==> src/itd_params.svh <==
// Constants for the instruction timing decoder: option word layout,
// opcodes, register offsets, reset values and cycle counts.
// Assumes it is included by bare name from files that need it.
//
// Contract
// - Decode every fetched word as 13 bits.
// - Option bit 8 picks two or four periods.
// - Program counter writes take two cycles.
// - Option bit 6 sets jump/call length.
// - Two-cycle mode: branches, returns, skips take two.
// - Counter clock follows selected instruction period.
// - Option bit 7 low enables the watchdog.
// - Option bit 4 selects crystal or RC.
// - Option bit 3 selects high or low power.
// - Protection off only when bits 2..0 all set.
// - Option word unreachable by instructions; bits 12..9 unused.
// - Words one and two hold customer ID.
// - Bit ops set, clear, test any bit.
// - I/O registers addressed like general registers.
// - Control moves reach port controls and masks only.
// - Return from interrupt also sets global enable.
// - Sleep clears watchdog, stops oscillator, updates flags.
// - Flag values for sleep, clear and timeout.
`ifndef ITD_PARAMS_SVH
`define ITD_PARAMS_SVH

// ************************************************************
// Option word fields
// ************************************************************
`define ITD_WORD_W 13
`define ITD_OPT_CLKS 8
`define ITD_OPT_WDT_DIS 7
`define ITD_OPT_BRANCH_CYCLE_SELECT 6
`define ITD_OPT_OSC 4
`define ITD_OPT_PWR 3
`define ITD_OPT_PR_HI 2
`define ITD_OPT_PR_LO 0

// ************************************************************
// Opcodes and operand values
// ************************************************************
`define ITD_OP_SLEEP 13'h0003
`define ITD_OP_WATCHDOG_CLEAR_INSTR 13'h0004
`define ITD_OP_ENI 13'h0010
`define ITD_OP_DISI 13'h0011
`define ITD_OP_RET 13'h0012
`define ITD_OP_RETURN_FROM_INTERRUPT 13'h0013
`define ITD_PC_REG 6'h02
`define ITD_CREG_PORT_LO 4'h6
`define ITD_CREG_PORT_HI 4'hA
`define ITD_CREG_MASK1 4'hE
`define ITD_CREG_MASK2 4'hF

// ************************************************************
// Timing counts in oscillator (pclk) periods
// ************************************************************
`define ITD_DIV_FAST 3'h2
`define ITD_DIV_SLOW 3'h4
`define ITD_CFG_SETTLE 2'h3

// ************************************************************
// Register offsets and reset values
// ************************************************************
`define ITD_OFF_CTRL 12'h000
`define ITD_OFF_STATUS 12'h004
`define ITD_OFF_CFG 12'h008
`define ITD_OFF_CUST_ID 12'h00C
`define ITD_OFF_LAST 12'h010
`define ITD_CTRL_RUN_RST 1'h1
`define ITD_FLAG_RST 1'h1

`endif

==> src/itd_pkg.sv <==
// Types shared by the instruction timing decoder files.
// Assumes nothing beyond a SystemVerilog compiler.
package itd_pkg;

  // ************************************************************
  // Sequencer states, one-hot
  // ************************************************************
  typedef enum logic [3:0] {
    ITD_ST_LOAD  = 4'h1,   // Waiting for the option word to settle.
    ITD_ST_RUN   = 4'h2,   // Fetching one word per instruction cycle.
    ITD_ST_WAIT  = 4'h4,   // Second cycle of a two-cycle instruction.
    ITD_ST_SLEEP = 4'h8    // Oscillator stopped until wake.
  } itd_state_t;

  // Kinds of bit operation, in opcode order.
  typedef enum logic [1:0] {
    ITD_BIT_CLEAR     = 2'h0,
    ITD_BIT_SET       = 2'h1,
    ITD_BIT_SKIP_CLR  = 2'h2,
    ITD_BIT_SKIP_SET  = 2'h3
  } itd_bit_op_t;

endpackage : itd_pkg

==> src/itd_cycle_gen.sv <==
// Instruction cycle generator: divides the oscillator clock by two or four.
// Assumes pclk is the oscillator clock and that run is synchronous to it.
`timescale 1ns/10ps
`include "itd_params.svh"

module itd_cycle_gen (
  input logic pclk,         // Oscillator clock.
  input logic presetn,      // Asynchronous reset, active low.
  input logic period_four,  // High selects four periods per cycle.
  input logic run,          // Low holds the divider, as a stopped oscillator.
  output logic inst_tick,   // One-pclk pulse per instruction cycle.
  output logic tcc_tick     // Counter clock enable, same rate.
);

  logic [2:0] cnt;       // Position inside the current instruction cycle.
  logic [2:0] last_pos;  // Final position for the selected period.

  // ************************************************************
  // Divider
  // ************************************************************
  // Final count follows the period bit.
  assign last_pos = period_four ? (`ITD_DIV_SLOW - 3'h1) : (`ITD_DIV_FAST - 3'h1);

  // Count oscillator periods; a stopped oscillator restarts a fresh cycle.
  always_ff @(posedge pclk or negedge presetn) begin
    if (!presetn) begin
      cnt <= 3'h0;
    end else if (!run || cnt >= last_pos) begin
      cnt <= 3'h0;
    end else begin
      cnt <= cnt + 3'h1;
    end
  end

  // Ticks are registered so downstream logic sees clean strobes.
  always_ff @(posedge pclk or negedge presetn) begin
    if (!presetn) begin
      inst_tick <= 1'b0;
      tcc_tick <= 1'b0;
    end else begin
      inst_tick <= run && (cnt == last_pos);
      tcc_tick <= run && (cnt == last_pos);
    end
  end

endmodule : itd_cycle_gen

==> src/itd_instr_timing_decoder.sv <==
// Instruction decode and cycle timing for an 8-bit core, with APB status.
// Assumes program memory returns instr_data in the cycle fetch_en is high,
// and that the option and ID pins hold steady from power-on.
`timescale 1ns/10ps
`include "itd_params.svh"

module itd_instr_timing_decoder (
  input logic pclk,              // Oscillator clock, 10 MHz.
  input logic presetn,           // Asynchronous reset, active low.
  input logic psel,              // APB select.
  input logic penable,           // APB access phase.
  input logic pwrite,            // APB write.
  input logic [11:0] paddr,      // APB byte address.
  input logic [31:0] pwdata,     // APB write data.
  output logic [31:0] prdata,    // APB read data.
  output logic pready,           // APB ready.
  output logic pslverr,          // APB error on unmapped address.
  input logic [12:0] opt_word_pin,  // Non-volatile option word.
  input logic [12:0] id_word1_pin,  // Customer ID word one.
  input logic [12:0] id_word2_pin,  // Customer ID word two.
  input logic wake_pin,          // Wake request, asynchronous.
  input logic wdt_timeout,       // Watchdog timeout pulse.
  input logic [12:0] instr_data, // Word from program memory.
  output logic fetch_en,         // Program memory read this cycle.
  output logic exec_stb,         // New instruction latched.
  output logic [12:0] instr_word, // Latched instruction.
  output logic [5:0] reg_addr,   // Register operand.
  output logic [2:0] bit_sel,    // Bit select of bit operations.
  output logic bit_op_stb,       // Bit operation issued.
  output logic [1:0] bit_op_kind, // Clear, set, skip if clear, skip if set.
  output logic ctrl_wr_stb,      // Accumulator to control register.
  output logic ctrl_rd_stb,      // Control register to accumulator.
  output logic [3:0] ctrl_addr,  // Control register address.
  output logic gie_set_stb,      // Set global interrupt enable.
  output logic gie_clr_stb,      // Clear global interrupt enable.
  output logic wdt_clr_stb,      // Clear watchdog counter.
  output logic sleep_stb,        // Sleep issued.
  output logic osc_stopped,      // Oscillator stopped.
  output logic tcc_tick,         // Free running counter clock enable.
  output logic timeout_flag,     // Timeout status flag.
  output logic powerdown_flag,   // Power down status flag.
  output logic cfg_period_four,  // Four periods per instruction.
  output logic cfg_branch_two,   // Two-cycle branch mode.
  output logic watchdog_enable,  // Watchdog enabled.
  output logic osc_crystal,      // Crystal oscillator selected.
  output logic power_high,       // High power selected.
  output logic code_protect,     // Code protection active.
  output logic cfg_loaded        // Option word latched.
);

  // ************************************************************
  // Decode functions
  // ************************************************************
  // A byte operation that writes its register operand back.
  function automatic logic writes_reg(input logic [12:0] w);
    writes_reg = (w[12:11] == 2'b00) && w[6];
  endfunction : writes_reg

  // Any word that changes the program counter through its register.
  function automatic logic pc_write(input logic [12:0] w);
    logic bitw;
    bitw = (w[12:10] == 3'b010) || (w[12:9] == 4'b0101);
    pc_write = (writes_reg(w) || (bitw && w[12:11] == 2'b01 && !w[10]))
               && (w[5:0] == `ITD_PC_REG);
  endfunction : pc_write

  // Conditional skips: decrement or increment-skip and bit tests.
  function automatic logic is_skip(input logic [12:0] w);
    is_skip = ((w[12:8] == 5'h05 || w[12:8] == 5'h07) && w[7])
              || (w[12:11] == 2'b01 && w[10]);
  endfunction : is_skip

  // Returns of every kind.
  function automatic logic is_return(input logic [12:0] w);
    is_return = (w == `ITD_OP_RET) || (w == `ITD_OP_RETURN_FROM_INTERRUPT) || (w[12:8] == 5'h1C);
  endfunction : is_return

  // Control register numbers that the move instructions may touch.
  function automatic logic ctrl_legal(input logic [3:0] a);
    ctrl_legal = (a >= `ITD_CREG_PORT_LO && a <= `ITD_CREG_PORT_HI)
                 || a == `ITD_CREG_MASK1 || a == `ITD_CREG_MASK2;
  endfunction : ctrl_legal

  // ************************************************************
  // Pin synchronisers and option capture
  // ************************************************************
  logic [38:0] nv_meta;   // First stage of the non-volatile pin sync.
  logic [38:0] nv_sync;   // Second stage, safe to read.
  logic [1:0] wake_meta;  // Wake pin sync, stage one then two.
  logic [1:0] settle;     // Cycles since reset release.
  logic [12:0] opt_word;  // Latched option word.
  logic [12:0] id_word1;  // Latched customer ID word one.
  logic [12:0] id_word2;  // Latched customer ID word two.

  // Two flip-flops before anything reads the pins.
  always_ff @(posedge pclk or negedge presetn) begin
    if (!presetn) begin
      nv_meta <= 39'h0;
      nv_sync <= 39'h0;
      wake_meta <= 2'h0;
    end else begin
      nv_meta <= {id_word2_pin, id_word1_pin, opt_word_pin};
      nv_sync <= nv_meta;
      wake_meta <= {wake_meta[0], wake_pin};
    end
  end

  // Capture once the synchroniser is full, then hold until the next reset.
  // No instruction path reaches these words.
  always_ff @(posedge pclk or negedge presetn) begin
    if (!presetn) begin
      settle <= 2'h0;
      cfg_loaded <= 1'b0;
      opt_word <= 13'h0000;
      id_word1 <= 13'h0000;
      id_word2 <= 13'h0000;
    end else if (!cfg_loaded) begin
      if (settle == `ITD_CFG_SETTLE) begin
        cfg_loaded <= 1'b1;
        opt_word <= nv_sync[12:0];
        id_word1 <= nv_sync[25:13];
        id_word2 <= nv_sync[38:26];
      end else begin
        settle <= settle + 2'h1;
      end
    end
  end

  // Option fields; bits 12 to 9 and 5 are left unused.
  assign cfg_period_four = opt_word[`ITD_OPT_CLKS];
  assign watchdog_enable = !opt_word[`ITD_OPT_WDT_DIS];
  assign cfg_branch_two = opt_word[`ITD_OPT_BRANCH_CYCLE_SELECT];
  assign osc_crystal = opt_word[`ITD_OPT_OSC];
  assign power_high = opt_word[`ITD_OPT_PWR];
  assign code_protect = !(&opt_word[`ITD_OPT_PR_HI:`ITD_OPT_PR_LO]);

  // ************************************************************
  // Instruction cycle timing
  // ************************************************************
  itd_pkg::itd_state_t state;  // Sequencer state.
  logic inst_tick;             // Instruction cycle strobe.
  logic run_en;                // Software run enable.
  logic illegal_ctrl;          // Sticky illegal control access.
  logic two_cycle;             // Fetched word needs a second cycle.

  itd_cycle_gen u_cycle_gen (
    .pclk(pclk),
    .presetn(presetn),
    .period_four(cfg_period_four),
    .run(state != itd_pkg::ITD_ST_SLEEP && state != itd_pkg::ITD_ST_LOAD),
    .inst_tick(inst_tick),
    .tcc_tick(tcc_tick)
  );

  // Memory is read only at a cycle boundary while running.
  assign fetch_en = inst_tick && run_en && (state == itd_pkg::ITD_ST_RUN);

  // Cycle count of the word now arriving.
  assign two_cycle = pc_write(instr_data)
                     || (cfg_branch_two && (instr_data[12:11] == 2'b10
                         || is_return(instr_data) || is_skip(instr_data)));

  // Sequencer: one word per cycle, a hold cycle for long ones, sleep to wake.
  always_ff @(posedge pclk or negedge presetn) begin
    if (!presetn) begin
      state <= itd_pkg::ITD_ST_LOAD;
    end else begin
      case (state)
        itd_pkg::ITD_ST_LOAD: begin
          if (cfg_loaded) begin
            state <= itd_pkg::ITD_ST_RUN;
          end
        end
        itd_pkg::ITD_ST_RUN: begin
          if (fetch_en && instr_data == `ITD_OP_SLEEP) begin
            state <= itd_pkg::ITD_ST_SLEEP;
          end else if (fetch_en && two_cycle) begin
            state <= itd_pkg::ITD_ST_WAIT;
          end
        end
        itd_pkg::ITD_ST_WAIT: begin
          if (inst_tick) begin
            state <= itd_pkg::ITD_ST_RUN;
          end
        end
        itd_pkg::ITD_ST_SLEEP: begin
          if (wake_meta[1]) begin
            state <= itd_pkg::ITD_ST_RUN;
          end
        end
        default: begin
          state <= itd_pkg::ITD_ST_LOAD;
        end
      endcase
    end
  end

  // Oscillator stop follows the sleep state, registered.
  always_ff @(posedge pclk or negedge presetn) begin
    if (!presetn) begin
      osc_stopped <= 1'b0;
    end else begin
      osc_stopped <= (state == itd_pkg::ITD_ST_SLEEP) && !wake_meta[1];
    end
  end

  // ************************************************************
  // Decode and strobes
  // ************************************************************
  // The 13-bit word splits into opcode and operand fields; register
  // operands cover I/O and general registers alike.
  always_ff @(posedge pclk or negedge presetn) begin
    if (!presetn) begin
      exec_stb <= 1'b0;
      instr_word <= 13'h0000;
      reg_addr <= 6'h00;
      bit_sel <= 3'h0;
      bit_op_kind <= 2'h0;
      ctrl_addr <= 4'h0;
    end else begin
      exec_stb <= fetch_en;
      if (fetch_en) begin
        instr_word <= instr_data;
        reg_addr <= instr_data[5:0];
        bit_sel <= instr_data[8:6];
        bit_op_kind <= instr_data[10:9];
        ctrl_addr <= instr_data[3:0];
      end
    end
  end

  // One-pclk command strobes for the rest of the core.
  always_ff @(posedge pclk or negedge presetn) begin
    if (!presetn) begin
      bit_op_stb <= 1'b0;
      ctrl_wr_stb <= 1'b0;
      ctrl_rd_stb <= 1'b0;
      gie_set_stb <= 1'b0;
      gie_clr_stb <= 1'b0;
      wdt_clr_stb <= 1'b0;
      sleep_stb <= 1'b0;
    end else begin
      bit_op_stb <= fetch_en && (instr_data[12:11] == 2'b01);
      // Only port controls and mask registers pass.
      ctrl_wr_stb <= fetch_en && instr_data[12:4] == 9'h000
                     && ctrl_legal(instr_data[3:0]);
      ctrl_rd_stb <= fetch_en && instr_data[12:4] == 9'h001
                     && ctrl_legal(instr_data[3:0]);
      // Return from interrupt also re-enables interrupts.
      gie_set_stb <= fetch_en && (instr_data == `ITD_OP_RETURN_FROM_INTERRUPT || instr_data == `ITD_OP_ENI);
      gie_clr_stb <= fetch_en && instr_data == `ITD_OP_DISI;
      // Both sleep and watchdog clear zero the watchdog.
      wdt_clr_stb <= fetch_en && (instr_data == `ITD_OP_SLEEP || instr_data == `ITD_OP_WATCHDOG_CLEAR_INSTR);
      sleep_stb <= fetch_en && instr_data == `ITD_OP_SLEEP;
    end
  end

  // Status flags; an instruction in the same cycle as a timeout wins,
  // because it reflects the newer state of the core.
  always_ff @(posedge pclk or negedge presetn) begin
    if (!presetn) begin
      timeout_flag <= `ITD_FLAG_RST;
      powerdown_flag <= `ITD_FLAG_RST;
    end else if (fetch_en && instr_data == `ITD_OP_SLEEP) begin
      timeout_flag <= 1'b1;
      powerdown_flag <= 1'b0;
    end else if (fetch_en && instr_data == `ITD_OP_WATCHDOG_CLEAR_INSTR) begin
      timeout_flag <= 1'b1;
      powerdown_flag <= 1'b1;
    end else if (wdt_timeout) begin
      timeout_flag <= 1'b0;
    end
  end

  // ************************************************************
  // APB register file
  // ************************************************************
  logic acc_wr;  // Write takes effect this edge.
  logic hit;     // Address maps to a register.
  assign pready = 1'b1;
  assign acc_wr = psel && penable && pwrite;
  assign hit = paddr == `ITD_OFF_CTRL || paddr == `ITD_OFF_STATUS || paddr == `ITD_OFF_CFG
               || paddr == `ITD_OFF_CUST_ID || paddr == `ITD_OFF_LAST;

  // Control: bit 0 runs the fetch; a 1 on bit 1 clears the sticky flag.
  // A new illegal access in the clearing cycle keeps the flag set.
  always_ff @(posedge pclk or negedge presetn) begin
    if (!presetn) begin
      run_en <= `ITD_CTRL_RUN_RST;
      illegal_ctrl <= 1'b0;
    end else begin
      if (acc_wr && paddr == `ITD_OFF_CTRL) begin
        run_en <= pwdata[0];
      end
      if (fetch_en && instr_data[12:5] == 8'h00 && instr_data[3:0] > 4'h4
          && !ctrl_legal(instr_data[3:0])) begin
        illegal_ctrl <= 1'b1;
      end else if (acc_wr && paddr == `ITD_OFF_CTRL && pwdata[1]) begin
        illegal_ctrl <= 1'b0;
      end
    end
  end

  // Read data is formed in the setup phase, so no wait states are needed.
  always_ff @(posedge pclk or negedge presetn) begin
    if (!presetn) begin
      prdata <= 32'h0000_0000;
      pslverr <= 1'b0;
    end else if (psel && !penable) begin
      pslverr <= !hit;
      if (pwrite || !hit) begin
        prdata <= 32'h0000_0000;
      end else if (paddr == `ITD_OFF_CTRL) begin
        prdata <= {31'h0, run_en};
      end else if (paddr == `ITD_OFF_STATUS) begin
        prdata <= {24'h0, state, illegal_ctrl, cfg_loaded, powerdown_flag, timeout_flag};
      end else if (paddr == `ITD_OFF_CFG) begin
        prdata <= {26'h0, code_protect, power_high, osc_crystal, cfg_branch_two,
                   watchdog_enable, cfg_period_four};
      end else if (paddr == `ITD_OFF_CUST_ID) begin
        prdata <= {3'h0, id_word2, 3'h0, id_word1};
      end else begin
        prdata <= {19'h0, instr_word};
      end
    end
  end
endmodule : itd_instr_timing_decoder

==> config.mk <==
export PLATFORM = sky130hd
export DESIGN_NAME = itd_instr_timing_decoder
export DESIGN_NICKNAME = d
export VERILOG_FILES = /design/src/itd_pkg.sv /design/src/itd_cycle_gen.sv /design/src/itd_instr_timing_decoder.sv
export VERILOG_INCLUDE_DIRS = /design/src /design/src/src
export SDC_FILE = /design/constraint.sdc
export NUM_CORES = 1
export LEC_CHECK = 0
export BUFFER_PORTS_ARGS = -buffer_cell sky130_fd_sc_hd__buf_2
export CAP_MARGIN = 10
export CORE_AREA = 3 3 123 125
export CTS_CLUSTER_SIZE = 14
export DETAILED_ROUTE_END_ITERATION = 10
export DIE_AREA = 0 0 126 128
export PLACE_DENSITY = 0.69
export SYNTH_ARGS = -nofsm -noshare
export SYNTH_HDL_FRONTEND = slang
export SYNTH_SLANG_ARGS = --single-unit
==> constraint.sdc <==
create_clock -name pclk -period 1.9 [get_ports pclk]
set_input_delay 0.19 -clock pclk [delete_from_list [all_inputs] [get_ports pclk]]
set_output_delay 0.19 -clock pclk [all_outputs]
set_load 0.02 [all_outputs]
Word-level counts from Yosys, hierarchy flattened

Index checks and enable logic that the tools add are counted.

Flip-flop bits (word level): 200
Input port bits: 103
Output and inout port bits: 82
Word-level logic and storage cells: 164

Add/sub/neg operators: 2
Order comparisons: 4
Equality and inequality tests: 33
Muxes and demuxes: 22
Bitwise gates (word level): 2
Reduce and logical (&&, ||, !) cells: 70

Operator list:

| kind                  | count |
|---|---|
| $mux W29              | 5 |
| $eq A13 B5 Y1 const B | 4 |
| $logic_and A1 B1 Y1   | 32 |
| $eq A12 B4 Y1 const B | 2 |
| $mux W4               | 5 |
| $logic_or A1 B1 Y1    | 19 |
| $pmux W4 S4           | 1 |
| $eq A13 B2 Y1 const B | 1 |
| $eq A13 B3 Y1 const B | 1 |
| $eq A12 B3 Y1 const B | 1 |
| $eq A12 B5 Y1 const B | 1 |
| $eq A4 B4 Y1 const B  | 3 |
| $logic_not A12 Y1     | 1 |
| $eq A5 B3 Y1 const B  | 2 |
| $eq A9 B1 Y1 const B  | 1 |
| $logic_not A9 Y1      | 1 |
| $mux W1               | 9 |
| $eq A4 B3 Y1 const B  | 2 |
| $logic_not A1 Y1      | 8 |
| $logic_not A8 Y1      | 1 |
| $eq A6 B2 Y1 const B  | 1 |
| $eq A5 B5 Y1 const B  | 1 |
| $eq A2 B2 Y1 const B  | 2 |
| $eq A4 B1 Y1 const B  | 1 |
| 24 further kinds      | 28 |

Logic depth before layout (Yosys ltp)

Depth in word-level cells: 11
Depth in mapped cells: 6
Depth with buffers taken out: 5

Modules after synthesis

Synthesis repeated with hierarchy kept, for this count alone.

Cell total of the unflattened synthesis: 470
Area, all modules: 6321.1 sq um

Modules (own cells, without submodules):

| module                   | instances | cells each | area an instance (sq um) | sequential area each (sq um) |
|---|---|---|---|---|
| itd_instr_timing_decoder | 1         | 456        | 6142.1                   | 4108.9 |
| itd_cycle_gen            | 1         | 14         | 178.9                    | 100.1 |

Worst setup path after synthesis

OpenSTA, ideal clock, no wires.

Path kind: register to register
From: reg settle[0]
To: reg id_word1[10]
Library setup time: 0.125 ns
Arrival: 1.625 ns
Data required time: 1.775 ns
Setup slack: 0.150 ns
Stages on the path, launching flop included: 6
Buffers on the path: 2
Period minus slack after synthesis: 1.750 ns
Cell sequence: dfrtp_1 -> ha_1 -> nor2b_1 -> clkbuf_1 -> buf_1 -> mux2_2

Cells in the longest elaborated chain, start to end: 2

Ends and longest elaborated chain:

| item                               | line                            | text |
|---|---|---|
| from (decl)                        | itd_instr_timing_decoder.sv:90  | `logic [1:0] settle;` |
| from (signal assigned)             | itd_instr_timing_decoder.sv:124 | `settle <= settle + 2'h1;` |
| $eq A2 B2 Y1 (no source line)      | -                               |  |
| $reduce_and A2 Y1 (no source line) | -                               |  |
| to (signal assigned)               | itd_instr_timing_decoder.sv:121 | `id_word1 <= nv_sync[25:13];` |
| to (decl)                          | itd_instr_timing_decoder.sv:92  | `logic [12:0] id_word1;` |

Every way passes these cells.
A chain may end at the register's enable or synchronous reset.

Worst setup path in the final report

From: reg state[3]
To: out fetch_en

Cells in the longest elaborated chain, start to end: 2

Ends and longest elaborated chain:

| item                   | line                            | text |
|---|---|---|
| from (decl)            | itd_instr_timing_decoder.sv:140 | `itd_pkg::itd_state_t state;` |
| from (signal assigned) | itd_instr_timing_decoder.sv:166 | `state <= itd_pkg::ITD_ST_LOAD;` |
| from (signal assigned) | itd_instr_timing_decoder.sv:171 | `state <= itd_pkg::ITD_ST_RUN;` |
| from (signal assigned) | itd_instr_timing_decoder.sv:176 | `state <= itd_pkg::ITD_ST_SLEEP;` |
| $eq A4 B2 Y1           | itd_instr_timing_decoder.sv:156 | `assign fetch_en = inst_tick && run_en && (state == itd_pkg::ITD_ST_RUN);` |
| $logic_and A1 B1 Y1    | itd_instr_timing_decoder.sv:156 |  |
| to (decl)              | itd_instr_timing_decoder.sv:24  | `output logic fetch_en,` |

Every way passes these cells.

==> results.md <==
CTS:
- Clock-pin slew was measured on the worst setup and hold paths at 60 ps.
- The H-tree was split into 4 levels.
- For this design, the sink count on the clock tree is 168.
- At the later pin of the worst-skew pair, clock insertion delay measures 430 ps.
- Counting the buffers created by CTS gives 17.
- The number of buffers on the longest clock path is 2.
- TritonCTS built the clock tree.
- In this run the clock root is driven by a sky130_fd_sc_hd__clkbuf_16.

Worst setup path:
- In this run the worst setup path begins at state[3].
- The count of buffering cells on the critical path with inverters included is 2.
- The largest individual stage delay along the critical path comes from the cell sky130_fd_sc_hd__dfrtp_1.
- For the worst setup path, the data required time is 1710 ps.
- The largest single stage delay on the critical path is 410 ps.
- STA puts the critical path data arrival time at 1650 ps.
- The startpoint of the worst-slack reg-to-reg timing path is state[3].
- The critical path capture point type is a primary output.
- The launching element type of the critical path is a register.
- The worst setup path is of the register to primary output kind.
- The largest delay contributor family on the critical path is simple AND/OR/NAND/NOR gates.
- Walking the worst path, the cells encountered are nor4b_4 > nand2_2 > inv_2 > buf_2.
- The top fanout value on the critical path is 6.

Pwr:
- IR analysis of the VDD net gives a maximum drop of 0.615 mV.
- The internal power is 6110 µW.
- In this run, the clock network consumes 41.8% of the power.
- The power density of the placed cells is 980 nW/µm².
- The analysis attributes to cell leakage a power of 0.00391 µW.
- Per report_power, the combinational group accounts for 9.7% of the total.
- The share of total power in sequential cells is 48.5%.
- Net switching is 24.1% of the power.
- The reported net switching power is 1940 µW.

GRT:
- The global route total overflow is 0.
- The number of antenna violations at the first check in global routing is 1.
- The global-route wire length before repair is 23100 µm.
- The all-layer global routing usage is 18.6%.
- The via count of the first global-routing pass is 4415.
- Entering global routing, the biggest net connects 47 pins.

STA:
- Setup violations remaining at the end of the flow were counted as 0.
- The count of endpoints failing hold in the final timing report is 0.
- The final critical-path share of the clock period is 96.7%.
- Setup repair after global routing left no endpoint under its margin.
- The peak clock frequency supported by timing is 545 MHz.
- The final number of max-transition violations is 0.
- The total negative setup slack is 0 ps.
- The worst setup skew after layout is 10.7 ps.
- After layout, the minimum clock period comes to 1840 ps.

Synth:
- The number of instances in the synthesized netlist is 444.
- The area share of the leading cell type in the synthesized netlist is 65.0%.
- Sorting the synthesized cells by area gives the leading types as sky130_fd_sc_hd__dfrtp_1 (65%), sky130_fd_sc_hd__mux2_2 (9.4%), sky130_fd_sc_hd__buf_4 (2.7%).
- Among all flip-flop cells after synthesis, the most frequent one is sky130_fd_sc_hd__dfrtp_1.
- The count of flip-flops with a built-in enable after synthesis is 0.
- The most repeated cell in the gate-level netlist after synthesis is sky130_fd_sc_hd__dfrtp_1.
- By count the netlist is led by sky130_fd_sc_hd__dfrtp_1 (164), sky130_fd_sc_hd__mux2_2 (53), sky130_fd_sc_hd__nand2_1 (24).
- The synthesized design spends more area on one cell type than any other, namely sky130_fd_sc_hd__dfrtp_1.
- The number of distinct standard cells referenced by the synthesized netlist is 63.
- The cell area after technology mapping is 6320 µm².
- After synthesis, flip-flops and latches occupy 66.6% of the total area.
- The mean post-synth cell area is 14.2 µm².
- The number of warnings issued by yosys is 0.
- The share of async-settable or async-resettable flops after synthesis is 100%.
- The synthesized flop and latch total is 168.

Detailed routing:
- Before antenna repair, the detailed router went through 4 iterations.
- The amount of wire on met3 after detailed routing is 768 µm.
- The DRC violation count after routing is 0.
- Dividing the detail-routed via count by the number of cells gives 5.12.
- The count of nets left with antenna violations after detail routing is 0.
- Summed over all layers, the routed wires come to 14100 µm.
- The sum of routed wire segments on met1 is 6160 µm.
- The detailed router placed 4211 vias in this run.
- The highest layer touched by signal routing is met4.
- The detailed route wirelength on metal2 is 6860 µm.
- For this block, the initial DRC count from the detailed router was 158.
- After detailed routing, the average wire length per cell comes to 17.2 µm.

Die:
- For this configuration, the core starts out at a cell density of 45.2%.
- The floorplan step defined a core boundary enclosing 14000 µm².
- The vertical die dimension is 128 µm.
- The floorplan step set the die width to 126 µm.
- The number of placement rows is 43.
- The die covers 16100 µm².
- 185 I/O pins were placed.

Placed design:
- Summing all placed instances gives a cell area of 7210 µm².
- Input and output buffers added on the ports amount to 142.
- The last weighted congestion value of the routability-driven placer is 0.857.
- The total half-perimeter wirelength after legalization and detailed placement is 10000 µm.

Min path:
- The min-delay analysis places its worst path in the category input pin to register.
- The worst hold path begins at pwdata[0].

Cells and area:
- The post-synthesis to final-layout area growth is 29.9%.
- The net count of the finished layout is 734.
- The design area is 8210 µm².
- Of the cells placed in the final design, the portion with a size suffix greater than 1 is 41.8%.

Outcome:
- The flow ran to the end, and the final reports show no timing, DRC or antenna violations.

Flow run:
- The max-capacitance violation count is 0.
final timing paths:
kind	slack, ps	cells after the start	end
max	60	4	fetch_en
min	20	2	run_en
max reg2reg	170	5	state[2]
min reg2reg	350	0	nv_sync[24]
max in group asynchronous	1010	3	timeout_flag
min in group asynchronous	260	2	prdata[25]
cells in the final DEF (no fill, tap or decap), types with 3 or more instances in the layout:
master / synthesis / routed
sky130_fd_sc_hd__a21oi_1: 7 / 7
sky130_fd_sc_hd__a22o_1: 17 / 17
sky130_fd_sc_hd__a22oi_1: 5 / 5
sky130_fd_sc_hd__and3_1: 5 / 5
sky130_fd_sc_hd__and4_1: 3 / 3
sky130_fd_sc_hd__buf_12: 0 / 4
sky130_fd_sc_hd__buf_2: 4 / 141
sky130_fd_sc_hd__buf_4: 23 / 15
sky130_fd_sc_hd__clkbuf_16: 0 / 17
sky130_fd_sc_hd__clkinv_2: 0 / 3
sky130_fd_sc_hd__clkinvlp_4: 0 / 5
sky130_fd_sc_hd__conb_1: 2 / 7
sky130_fd_sc_hd__dfrtp_1: 164 / 164
sky130_fd_sc_hd__dfstp_2: 4 / 4
sky130_fd_sc_hd__dlygate4sd3_1: 0 / 39
sky130_fd_sc_hd__ha_1: 3 / 3
sky130_fd_sc_hd__inv_1: 11 / 10
sky130_fd_sc_hd__mux2_2: 53 / 53
sky130_fd_sc_hd__mux2i_1: 6 / 6
sky130_fd_sc_hd__nand2_1: 24 / 24
sky130_fd_sc_hd__nand2b_1: 3 / 3
sky130_fd_sc_hd__nand3_1: 5 / 5
sky130_fd_sc_hd__nand4_1: 4 / 4
sky130_fd_sc_hd__nor2_1: 15 / 15
sky130_fd_sc_hd__nor2b_1: 4 / 3
sky130_fd_sc_hd__nor4_1: 4 / 4
sky130_fd_sc_hd__nor4_4: 2 / 3
sky130_fd_sc_hd__o21ai_0: 16 / 16
sky130_fd_sc_hd__o41ai_1: 3 / 3
metal layers:
metal | vias to the layer above | GRT usage (%)
met3 | 31 | 5.13
met5 | - | 0
met4 | 0 | 8.33
li1 | 1920 | -
met1 | 2133 | 24.4
met2 | 127 | 29.2
flip-flops by register name, indices dropped and copies added (netlist names), 2 cells and up:
signal	cells
settle	2
prdata	26
id_word1	13
id_word2	13
opt_word	8
state	4
nv_meta	34
instr_word	13
wake_meta	2
nv_sync	34
u_cycle_gen.cnt	3
power groups by stage:
stage / logic, µW / registers [µW] / clock network (µW)
global placement: 682 / 3950 / 0
detailed placement: 712 / 3960 / 0
finish: 782 / 3900 / 3360
CTS: 786 / 3900 / 3460
floorplan: 449 / 3930 / 0
global route: 861 / 3920 / 3590
through the flow:
stage          total power (µW)  worst slack [ps]  std cells  hold slack, ps  util (%)
6_report                   8050              63.6        822            20.1      58.7
5_1_grt                    8370              5.73        822            4.74      58.7
4_1_cts                    8140              8.01        821           0.944      58.6
3_5_place_dp               4670               124        749             146      51.6
3_3_place_gp               4630               170        749             137      51.6
2_1_floorplan              4380               150        449            -106         -
layout make-up:
class | instances | area, µm²
Antenna cell | 1 | 2.50
Clock buffer | 18 | 439
Clock inverter | 14 | 148
Fill cell | 1119 | 5780
Inverter | 11 | 41.3
Multi-Input combinational cell | 230 | 1840
Sequential cell | 168 | 4210
Tap cell | 180 | 225
Timing Repair Buffer | 200 | 1300
logic make-up (layout without fill, tap and decap cells):
family	after synthesis	count (layout)	synth area share [%]
xor gates and xnor gates	3	3	0.416
muxes	60	60	10.8
buffers and inverters	51	243	4.73
DFF	168	168	66.6
adders and majority gates	3	3	0.594
and+or+nand+nor	88	88	8.69
AOI/OAI and AO/OA	69	69	8.06
other	2	8	0.119
timing repair:
item	CTS	global route
setup buffers	1	0
cloned	0	0
pin swaps	1	0
hold buffers	39	0
resized for setup	0	2
hold endpoints to repair	76	0
endpoints found under the setup margin	1	4
(Power assumes the default switching activity.)
